--- config.mk ---
export PLATFORM = sky130hd
export DESIGN_NAME = lfwd_watchdog
export DESIGN_NICKNAME = d
export VERILOG_FILES = /design/src/logic/lfwd_pkg.sv /design/src/logic/lfwd_watchdog.sv
export SDC_FILE = /design/constraint.sdc
export NUM_CORES = 2
export LEC_CHECK = 0
export BUFFER_PORTS_ARGS = -buffer_cell sky130_fd_sc_hd__buf_2
export CAP_MARGIN = 20
export CORE_MARGIN = 8
export CORE_UTILIZATION = 30
export CTS_CLUSTER_DIAMETER = 50
export DETAILED_ROUTE_END_ITERATION = 10
export HOLD_SLACK_MARGIN = 0.05
export PLACE_DENSITY = 0.55
export SYNTH_ARGS = -nofsm -noshare
export SYNTH_HDL_FRONTEND = slang
export SYNTH_SLANG_ARGS = --single-unit
--- constraint.sdc ---
create_clock -name clk -period 10.5 [get_ports clk]
set_input_delay 2.1 -clock clk [delete_from_list [all_inputs] [get_ports clk]]
set_output_delay 2.1 -clock clk [all_outputs]
set_load 0.01 [all_outputs]
--- src/logic/lfwd_pkg.sv ---
/*
 file holds the constants, carrier types and register map of the low-frequency
 countdown watchdog.
 assumes a single 250 MHz clock domain; the 32.768 kHz tick arrives as a pin and is
 synchronised inside the watchdog.
*/
// Contract
// - while running, writes to reload value, reload enables and setup are ignored.
// - counter counts down; wrapping past zero sets the expiry flag.
// - start loads the counter from the reload value register.
// - a granted reload loads the counter from the reload value register.
// - counter decrements once per low-frequency tick; timeout is (value+1)/32768 s.
// - while running, request the RC oscillator unless another source makes the clock.
// - eight reload requests; reload granted once key written to every enabled one.
// - a reload request counts only if its enable bit is set.
// - setup can pause counting during CPU sleep and during debugger halt.
// - entering off mode stops the watchdog and returns it to the unstarted state.
// - every expiry produces a reset request to the reset controller, unless a stop during the delay or off-mode entry cancels it.
// - with expiry interrupt enabled, reset request waits two low-frequency ticks.
// - a pending reset request is always issued unless a stop succeeds first; off-mode entry also cancels it.
// - a reset returns the watchdog to unlocked, writable configuration.
// - stop task is ignored unless stop allow was set in setup.
// - stop needs the key in stop unlock, stop allowed, then the stop task.
// - a successful stop sets the halted flag and halts counting.
// - a successful stop unlocks reload value, enables and setup.
// - irq enable set writes one to enable; reads show enables.
// - route registers hold a channel index and enable; enabled channel fires the task.
package lfwd_pkg;

   // ==========================================================
   // register offsets
   localparam logic [11:0] OFS_START_TRIGGER    = 12'h000;
   localparam logic [11:0] OFS_STOP_TRIGGER     = 12'h004;
   localparam logic [11:0] OFS_START_ROUTE      = 12'h080;
   localparam logic [11:0] OFS_STOP_ROUTE       = 12'h084;
   localparam logic [11:0] OFS_EXPIRY_FLAG      = 12'h100;
   localparam logic [11:0] OFS_HALTED_FLAG      = 12'h104;
   localparam logic [11:0] OFS_EXPIRY_ROUTE     = 12'h180;
   localparam logic [11:0] OFS_HALTED_ROUTE     = 12'h184;
   localparam logic [11:0] OFS_IRQ_EN_SET       = 12'h304;
   localparam logic [11:0] OFS_IRQ_EN_CLR       = 12'h308;
   localparam logic [11:0] OFS_NMI_EN_SET       = 12'h324;
   localparam logic [11:0] OFS_NMI_EN_CLR       = 12'h328;
   localparam logic [11:0] OFS_RUNNING_STATE    = 12'h400;
   localparam logic [11:0] OFS_RELOAD_PENDING   = 12'h404;
   localparam logic [11:0] OFS_RELOAD_VALUE     = 12'h504;
   localparam logic [11:0] OFS_RELOAD_REQ_EN    = 12'h508;
   localparam logic [11:0] OFS_SETUP            = 12'h50c;
   localparam logic [11:0] OFS_STOP_UNLOCK      = 12'h520;
   localparam logic [11:0] OFS_RELOAD_REQ_BASE  = 12'h600;

   // ==========================================================
   // field positions
   localparam int SETUP_SLEEP_RUN_BIT = 0;  // 1: keep counting in CPU sleep
   localparam int SETUP_HALT_RUN_BIT  = 3;  // 1: keep counting while debug halted
   localparam int SETUP_STOP_ALLOW_BIT = 6;
   localparam int IRQ_EXPIRY_BIT      = 0;
   localparam int IRQ_HALTED_BIT      = 1;
   localparam int ROUTE_EN_BIT        = 31;
   localparam int ROUTE_IDX_W         = 8;

   // ==========================================================
   // values after reset and constants
   localparam logic [31:0] RELOAD_VALUE_RESET = 32'hffffffff;
   localparam logic [7:0]  RELOAD_REQ_EN_RESET = 8'h01;
   localparam logic [31:0] SETUP_RESET        = 32'h00000001;
   localparam int          RELOAD_REQ_COUNT   = 8;
   localparam int          RESET_DELAY_TICKS  = 2;
   localparam real         LF_CLOCK_HZ        = 32768.0;
   localparam real         SYS_CLOCK_HZ       = 250.0e6;
   // key word; the value is arbitrary
   localparam logic [31:0] KEY_WORD_DEFAULT   = 32'h5a17c3e9;

   // ==========================================================
   // carrier types
   typedef struct packed {
      logic        cyc;
      logic        stb;
      logic        we;
      logic [3:0]  sel;
      logic [11:0] adr;
      logic [31:0] dat;
   } lfwd_wb_req_t;

   typedef struct packed {
      logic        ack;
      logic [31:0] dat;
   } lfwd_wb_rsp_t;

   typedef struct packed {
      logic       cpuSleep;
      logic       debugHalt;
      logic       sysOffEntry;
      logic       otherLfRunning;
   } lfwd_sys_t;

endpackage : lfwd_pkg

--- src/logic/lfwd_watchdog.sv ---
/*
 file holds the low-frequency countdown watchdog with its classic wishbone slave.
 assumes a synchronous active high reset, a 250 MHz clock, a raw 32.768 kHz clock pin
 and single-cycle channel pulses from the event interconnect.
*/
module lfwd_watchdog
   import lfwd_pkg::*;
#(
   parameter int          CHAN_COUNT = 256,
   parameter logic [31:0] KEY_WORD   = KEY_WORD_DEFAULT
) (
   // clock and reset
   input  wire logic                  clk,
   input  wire logic                  sys_rst,
   // register bus
   input  wire lfwd_wb_req_t          wbReq,
   output lfwd_wb_rsp_t               wbRsp,
   // low-frequency clock pin and system state
   input  wire logic                  lowFrequencyClock,
   input  wire lfwd_sys_t             sysState,
   // event interconnect
   input  wire logic [CHAN_COUNT-1:0] chanPulse,
   output logic [CHAN_COUNT-1:0]      chanPublish,
   // reset and clock control, interrupts
   output logic                       wdResetReq,
   output logic                       rcOscRequest,
   output logic                       irqOut,
   output logic                       nmiOut
);

   // ==========================================================
   // state
   typedef enum logic [1:0] {ST_IDLE, ST_RUN, ST_EXPIRED} lfwd_mode_t;

   typedef struct packed {
      lfwd_mode_t        mode;
      logic [2:0]        lfSync;
      logic [31:0]       counter;
      logic [31:0]       reloadValue;
      logic [7:0]        reloadReqEn;
      logic [7:0]        reloadPending;
      logic [31:0]       setup;
      logic [31:0]       stopUnlock;
      logic [31:0]       startRoute;
      logic [31:0]       stopRoute;
      logic [31:0]       expiryRoute;
      logic [31:0]       haltedRoute;
      logic              expiryFlag;
      logic              haltedFlag;
      logic [1:0]        irqEn;
      logic [1:0]        nmiEn;
      logic [1:0]        delayTicks;
      logic              resetReq;
      logic              ack;
      logic [31:0]       rdData;
      logic [CHAN_COUNT-1:0] publish;
   } lfwd_state_t;

   lfwd_state_t st;
   lfwd_state_t next_st;

   // byte-lane merge of a write into an old value
   function automatic logic [31:0] laneMerge(input logic [31:0] old, input logic [31:0] nw,
                                             input logic [3:0] sel);
      logic [31:0] r;
      r = old;
      for (int i = 0; i < 4; i++) begin
         if (sel[i]) begin
            r[i*8 +: 8] = nw[i*8 +: 8];
         end
      end
      return r;
   endfunction

   // channel selected by a route register, when enabled
   function automatic logic routeHit(input logic [31:0] route,
                                     input logic [CHAN_COUNT-1:0] pulses);
      logic [ROUTE_IDX_W-1:0] idx;
      idx = route[ROUTE_IDX_W-1:0];
      return route[ROUTE_EN_BIT] && (32'(idx) < CHAN_COUNT) && pulses[idx];
   endfunction

   // ==========================================================
   // combinational next state
   always_comb begin
      logic        wrStrobe;
      logic        rdStrobe;
      logic [11:0] a;
      logic [31:0] wd;
      logic        running;
      logic        lfTick;
      logic        paused;
      logic        startTask;
      logic        stopTask;
      logic        grant;
      logic [7:0]  pendAfter;
      logic [31:0] rd;
      next_st   = st;
      a         = wbReq.adr;
      wrStrobe  = wbReq.cyc && wbReq.stb && wbReq.we && !st.ack;
      rdStrobe  = wbReq.cyc && wbReq.stb && !wbReq.we && !st.ack;
      wd        = laneMerge(32'h00000000, wbReq.dat, wbReq.sel);
      running   = (st.mode != ST_IDLE);
      startTask = 1'b0;
      stopTask  = 1'b0;
      grant     = 1'b0;
      rd        = 32'h00000000;
      lfTick    = 1'b0;
      paused    = 1'b0;
      pendAfter = 8'h00;
      next_st.publish = '0;
      next_st.ack     = wbReq.cyc && wbReq.stb && !st.ack;

      // tick on rising edge of the synchronised low-frequency clock
      next_st.lfSync = {st.lfSync[1:0], lowFrequencyClock};
      lfTick = st.lfSync[1] && !st.lfSync[2];
      paused = (sysState.cpuSleep && !st.setup[SETUP_SLEEP_RUN_BIT])
               || (sysState.debugHalt && !st.setup[SETUP_HALT_RUN_BIT]);

      // register writes
      if (wrStrobe) begin
         unique case (a)
            OFS_START_TRIGGER:  startTask = wd[0];
            OFS_STOP_TRIGGER:   stopTask  = wd[0];
            OFS_START_ROUTE:    next_st.startRoute  = laneMerge(st.startRoute, wbReq.dat,
                                                                wbReq.sel);
            OFS_STOP_ROUTE:     next_st.stopRoute   = laneMerge(st.stopRoute, wbReq.dat,
                                                                wbReq.sel);
            OFS_EXPIRY_ROUTE:   next_st.expiryRoute = laneMerge(st.expiryRoute, wbReq.dat,
                                                                wbReq.sel);
            OFS_HALTED_ROUTE:   next_st.haltedRoute = laneMerge(st.haltedRoute, wbReq.dat,
                                                                wbReq.sel);
            OFS_EXPIRY_FLAG:    if (wbReq.sel[0] && !wd[0]) next_st.expiryFlag = 1'b0;
            OFS_HALTED_FLAG:    if (wbReq.sel[0] && !wd[0]) next_st.haltedFlag = 1'b0;
            OFS_IRQ_EN_SET:     next_st.irqEn = st.irqEn | wd[1:0];
            OFS_IRQ_EN_CLR:     next_st.irqEn = st.irqEn & ~wd[1:0];
            OFS_NMI_EN_SET:     next_st.nmiEn = st.nmiEn | wd[1:0];
            OFS_NMI_EN_CLR:     next_st.nmiEn = st.nmiEn & ~wd[1:0];
            OFS_RELOAD_VALUE:   if (!running) next_st.reloadValue =
                                   laneMerge(st.reloadValue, wbReq.dat, wbReq.sel);
            OFS_RELOAD_REQ_EN:  if (!running && wbReq.sel[0])
                                   next_st.reloadReqEn = wbReq.dat[7:0];
            OFS_SETUP:          if (!running) next_st.setup =
                                   laneMerge(st.setup, wbReq.dat, wbReq.sel);
            OFS_STOP_UNLOCK:    next_st.stopUnlock = laneMerge(st.stopUnlock, wbReq.dat,
                                                               wbReq.sel);
            default: begin
               // reload request words; only a full-word key counts
               if (a[11:5] == OFS_RELOAD_REQ_BASE[11:5] && a[1:0] == 2'b00
                   && running && wbReq.sel == 4'hf && wbReq.dat == KEY_WORD
                   && st.reloadReqEn[a[4:2]]) begin
                  next_st.reloadPending[a[4:2]] = 1'b0;
               end
            end
         endcase
      end

      // tasks from the interconnect
      if (routeHit(st.startRoute, chanPulse)) startTask = 1'b1;
      if (routeHit(st.stopRoute, chanPulse)) stopTask = 1'b1;

      // reload grant once every enabled request holds the key
      pendAfter = next_st.reloadPending;
      if (running && st.mode == ST_RUN && pendAfter == 8'h00) begin
         grant = 1'b1;
         next_st.counter       = st.reloadValue;
         next_st.reloadPending = st.reloadReqEn;
      end

      // countdown and expiry
      if (st.mode == ST_RUN && lfTick && !paused && !grant) begin
         next_st.counter = st.counter - 32'h00000001;
         if (st.counter == 32'h00000000) begin
            next_st.mode       = ST_EXPIRED;
            next_st.expiryFlag = 1'b1;
            next_st.publish[st.expiryRoute[ROUTE_IDX_W-1:0]] = st.expiryRoute[ROUTE_EN_BIT];
            next_st.delayTicks = st.irqEn[IRQ_EXPIRY_BIT] ?
                                 2'(RESET_DELAY_TICKS) : 2'd0;
         end
      end

      // reset request after the optional delay
      if (st.mode == ST_EXPIRED) begin
         if (st.delayTicks == 2'd0) begin
            next_st.resetReq = 1'b1;
         end else if (lfTick) begin
            next_st.delayTicks = st.delayTicks - 2'd1;
         end
      end

      // start task loads the counter
      if (startTask && st.mode == ST_IDLE) begin
         next_st.mode          = ST_RUN;
         next_st.counter       = st.reloadValue;
         next_st.reloadPending = st.reloadReqEn;
      end

      // keyed stop, only when allowed; also ends a pending reset
      if (stopTask && running && st.setup[SETUP_STOP_ALLOW_BIT]
          && st.stopUnlock == KEY_WORD && !st.resetReq) begin
         next_st.mode       = ST_IDLE;
         next_st.haltedFlag = 1'b1;
         next_st.delayTicks = 2'd0;
         next_st.publish[st.haltedRoute[ROUTE_IDX_W-1:0]] = st.haltedRoute[ROUTE_EN_BIT];
      end

      // off mode stops and disables
      if (sysState.sysOffEntry) begin
         next_st.mode       = ST_IDLE;
         next_st.delayTicks = 2'd0;
         next_st.resetReq   = 1'b0;
      end

      // read mux
      if (rdStrobe) begin
         unique case (a)
            OFS_START_ROUTE:    rd = st.startRoute;
            OFS_STOP_ROUTE:     rd = st.stopRoute;
            OFS_EXPIRY_FLAG:    rd = {31'h0, st.expiryFlag};
            OFS_HALTED_FLAG:    rd = {31'h0, st.haltedFlag};
            OFS_EXPIRY_ROUTE:   rd = st.expiryRoute;
            OFS_HALTED_ROUTE:   rd = st.haltedRoute;
            OFS_IRQ_EN_SET,
            OFS_IRQ_EN_CLR:     rd = {30'h0, st.irqEn};
            OFS_NMI_EN_SET,
            OFS_NMI_EN_CLR:     rd = {30'h0, st.nmiEn};
            OFS_RUNNING_STATE:  rd = {31'h0, running};
            OFS_RELOAD_PENDING: rd = {24'h0, st.reloadPending};
            OFS_RELOAD_VALUE:   rd = st.reloadValue;
            OFS_RELOAD_REQ_EN:  rd = {24'h0, st.reloadReqEn};
            OFS_SETUP:          rd = st.setup;
            OFS_STOP_UNLOCK:    rd = st.stopUnlock;
            default:            rd = 32'h00000000;
         endcase
      end
      next_st.rdData = rd;
   end

   // ==========================================================
   // state register
   always_ff @(posedge clk) begin
      if (sys_rst) begin
         st             <= '0;
         st.mode        <= ST_IDLE;
         st.reloadValue <= RELOAD_VALUE_RESET;
         st.reloadReqEn <= RELOAD_REQ_EN_RESET;
         st.setup       <= SETUP_RESET;
      end else begin
         st <= next_st;
      end
   end

   // ==========================================================
   // outputs
   assign wbRsp.ack    = st.ack;
   assign wbRsp.dat    = st.rdData;
   assign chanPublish  = st.publish;
   assign wdResetReq   = st.resetReq;
   assign rcOscRequest = (st.mode != ST_IDLE) && !sysState.otherLfRunning;
   assign irqOut       = (st.expiryFlag && st.irqEn[IRQ_EXPIRY_BIT])
                         || (st.haltedFlag && st.irqEn[IRQ_HALTED_BIT]);
   assign nmiOut       = (st.expiryFlag && st.nmiEn[IRQ_EXPIRY_BIT])
                         || (st.haltedFlag && st.nmiEn[IRQ_HALTED_BIT]);

endmodule // lfwd_watchdog

==> metrics <==
status finished clean; RR Startpoint st[362]; I/O pins 607; leakage 13.4 nW; # rows 120; # fillers 11200; ys async rst share 0; initial antenna violation count 22; final-stage net count 4191; Tot Pwr 5.32 mW; crit path kind input pin to register; Die ar. 119000 um^2; post-cts resize count 0; IO Port Bufs 606; clock transition at the registers of the reported paths 0.06 ns; sequential cell area 11500 um^2; RSZ-0062 raised after global routing false; mean area per synthesized cell 8.64 um^2; DPL Wire Length 101000 um; crit start category input pin; library cells used by synthesis 76; number of setup buffers added after CTS 0; Routed Antenna Nets 0; R2R cell count 12; area grow syn2layout 14.8%; GR Overflow Total 0; Final Hold Vio Count 0; Seq/Total Area, Yosys 0.355; GPL Wtd Cong 0.926; drt via density 5.56; Max clock buf depth 3; overall routing resource usage 0.223; 1st-iter DRT viols 3211; DRC 0; clock skew 0.0243 ns; H-tree levels 3; Final min period 6.05 ns; setup_tns 0 ns; YS warnings 0; CTS Buf Count 81; Crit path required time 11.03 ns; Final Cycle Share 0.576; worst skew pair latency 0.65 ns; Crit path largest cell delay 0.96 ns; endpoint class of the critical path register; Syn Inst Count 3754; syn_nets 4070; Crit Reg-Reg Endpoint chanPublish[135]; Critical Path AT 6.58 ns; global-route wire length before repair 200000 um; worst min path class register to register; Top FF cell, synth dfxtp_1; pin count of the biggest net entering global routing 125; R2R Setup Slk 4.58 ns; vias in the first global route 28300; layout cells sized above 1 0.312; Max-Cap Viols 0; root buffer cell clkbuf_16; Clock Sinks 575; Post-Route WL 141000 um; slowest CP cell buf_4; Die Wd 345 um; CTS tree yes; vias 29800; Crit. Startpoint chanPulse[182]; synthesized cell area 32400 um^2; Worst Path Max Fanout 110; Setup-failing EPs final 0; area occupied by multi-input gates 17400 um^2; CP endpoint chanPublish[135]; Hold Buf Count CTS 0; core area 107000 um^2; Slew Limit Fails 0; First-pass DRT Iterations 5; post-DR wirelength/cell 26.3 um; Power Density 143 nW/um^2; crit path cell chain buf_2 > mux4_2 > mux4_2 > nand2_1 > o21ai_0 > nor3_1 > nor3_1 > nor4_4 > buf_4 > buf_4 > nor4_1 > mux2_1; worst-margin pin slew 1.18 ns; Yosys reg bits 575; Post-synth EDFFs 0; peak supply drop 0.115 mV; Die Ht 345 um; f_max 0.165 GHz; headroom to the max-slew limit 0.211; initial core utilization 0.303
==> routing by layer <==
metal,vias to the layer above,part of all wire,global-route usage
li1,13500,-,-
met1,14700,0.42,0.300
met2,1432,0.47,0.361
met3,218,0.079,0.0411
met4,2,0.028,0.0702
met5,-,0.000092,0
==> cell type report <==
type | count | area share
well taps | 1403 | 0.0471
clock inverters | 52 | 0.0195
clock buffers | 98 | 0.0588
multi-input cells | 2529 | 0.467
flip-flops and latches | 575 | 0.310
repair buffers | 665 | 0.0939
inverters | 23 | 0.00232
diodes | 21 | 0.00141
==> cells in the final DEF (no fill, tap or decap), types with 16 or more instances in the layout <==
| cell | count |
|---|---|
| a21oi_1 | 243 |
| a222oi_1 | 26 |
| a22oi_1 | 55 |
| a31oi_1 | 42 |
| and2_1 | 16 |
| buf_2 | 607 |
| buf_4 | 56 |
| clkbuf_16 | 81 |
| dfxtp_1 | 569 |
| diode_2 | 21 |
| inv_1 | 22 |
| mux2_1 | 23 |
| mux2_2 | 258 |
| mux2i_1 | 76 |
| mux4_2 | 123 |
| nand2_1 | 600 |
| nand2b_1 | 19 |
| nand3_1 | 33 |
| nor2_1 | 322 |
| nor2b_1 | 58 |
| nor3_1 | 78 |
| nor4_1 | 279 |
| o21ai_0 | 42 |
| o32ai_1 | 26 |
==> cells in the mapped netlist, types with 16 or more instances <==
cell type | n | area share
nand2_1 | 600 | 0.069
dfxtp_1 | 575 | 0.35
nor2_1 | 328 | 0.038
buf_4 | 291 | 0.067
nor4_1 | 279 | 0.054
clkbuf_1 | 269 | 0.031
mux2_2 | 258 | 0.090
a21oi_1 | 244 | 0.038
mux4_2 | 123 | 0.085
nor3_1 | 80 | 0.012
mux2i_1 | 76 | 0.023
nor2b_1 | 59 | 0.011
a22oi_1 | 55 | 0.013
a31oi_1 | 42 | 0.0081
o21ai_0 | 42 | 0.0065
buf_2 | 36 | 0.0056
nand3_1 | 35 | 0.0054
a222oi_1 | 26 | 0.0080
o32ai_1 | 26 | 0.0070
buf_1 | 23 | 0.0027
mux2_1 | 23 | 0.0080
inv_1 | 22 | 0.0025
nand2b_1 | 19 | 0.0037
and2_1 | 16 | 0.0031
==> state kept, by name, summed over array words and instances, names as in the netlist, named ones only <==
name         cells
chanPublish    256
next_st          2
st             279
wbRsp           33
wdResetReq       1
==> report_power, final <==
| group | internal (mW) | total (mW) | switching, mW |
|---|---|---|---|
| Combinational | 0.0896 | 0.208 | 0.119 |
| Clock | 1.78 | 2.93 | 1.16 |
| Sequential | 2.18 | 2.18 | 0.000280 |
| Total | 4.05 | 5.32 | 1.27 |
==> stage by stage <==
stage	worst slack (ns)	hold WS [ns]	cells	cell area (um^2)	utilization
5_1_grt	4.18	0.463	5358	37200	0.347
3_5_place_dp	3.43	0.444	5193	34200	0.319
2_1_floorplan	5.42	0.414	3754	32400	-
4_1_cts	4.10	0.451	5343	37200	0.347
6_report	4.45	0.449	5366	37200	0.347
3_3_place_gp	3.56	0.437	5192	34200	0.319
==> critical path: cells and delay by family <==
family,cells,cell delay [ns]
AO/OA/AOI/OAI,1,0.09
multiplexers,3,1.31
buffers and inverters,3,1.70
AND/OR/NAND/NOR,5,1.27
==> worst min path at each step <==
stage,startpoint,to,slack [ns],cells past startpoint
after floorplan,next_st[571],next_st[572],0.41,1
after global placement,st[358],st[358],0.44,2
after detailed placement,st[348],st[348],0.44,2
after CTS,st[353],st[353],0.45,2
after global routing,st[421],st[421],0.46,2
final,st[380],st[380],0.45,2
==> cells by family (layout without fill, tap and decap cells) <==
kind of cell | after synthesis | count (layout) | share of synthesized area
DFF | 575 | 575 | 0.355
and+or+nand+nor | 1506 | 1506 | 0.219
buffers and inverters | 650 | 838 | 0.112
muxes | 480 | 480 | 0.206
AOI/OAI and AO/OA | 541 | 541 | 0.108
other | 0 | 21 | 0
adders and majority gates | 2 | 2 | 0.000771
(Power assumes the default switching activity.)
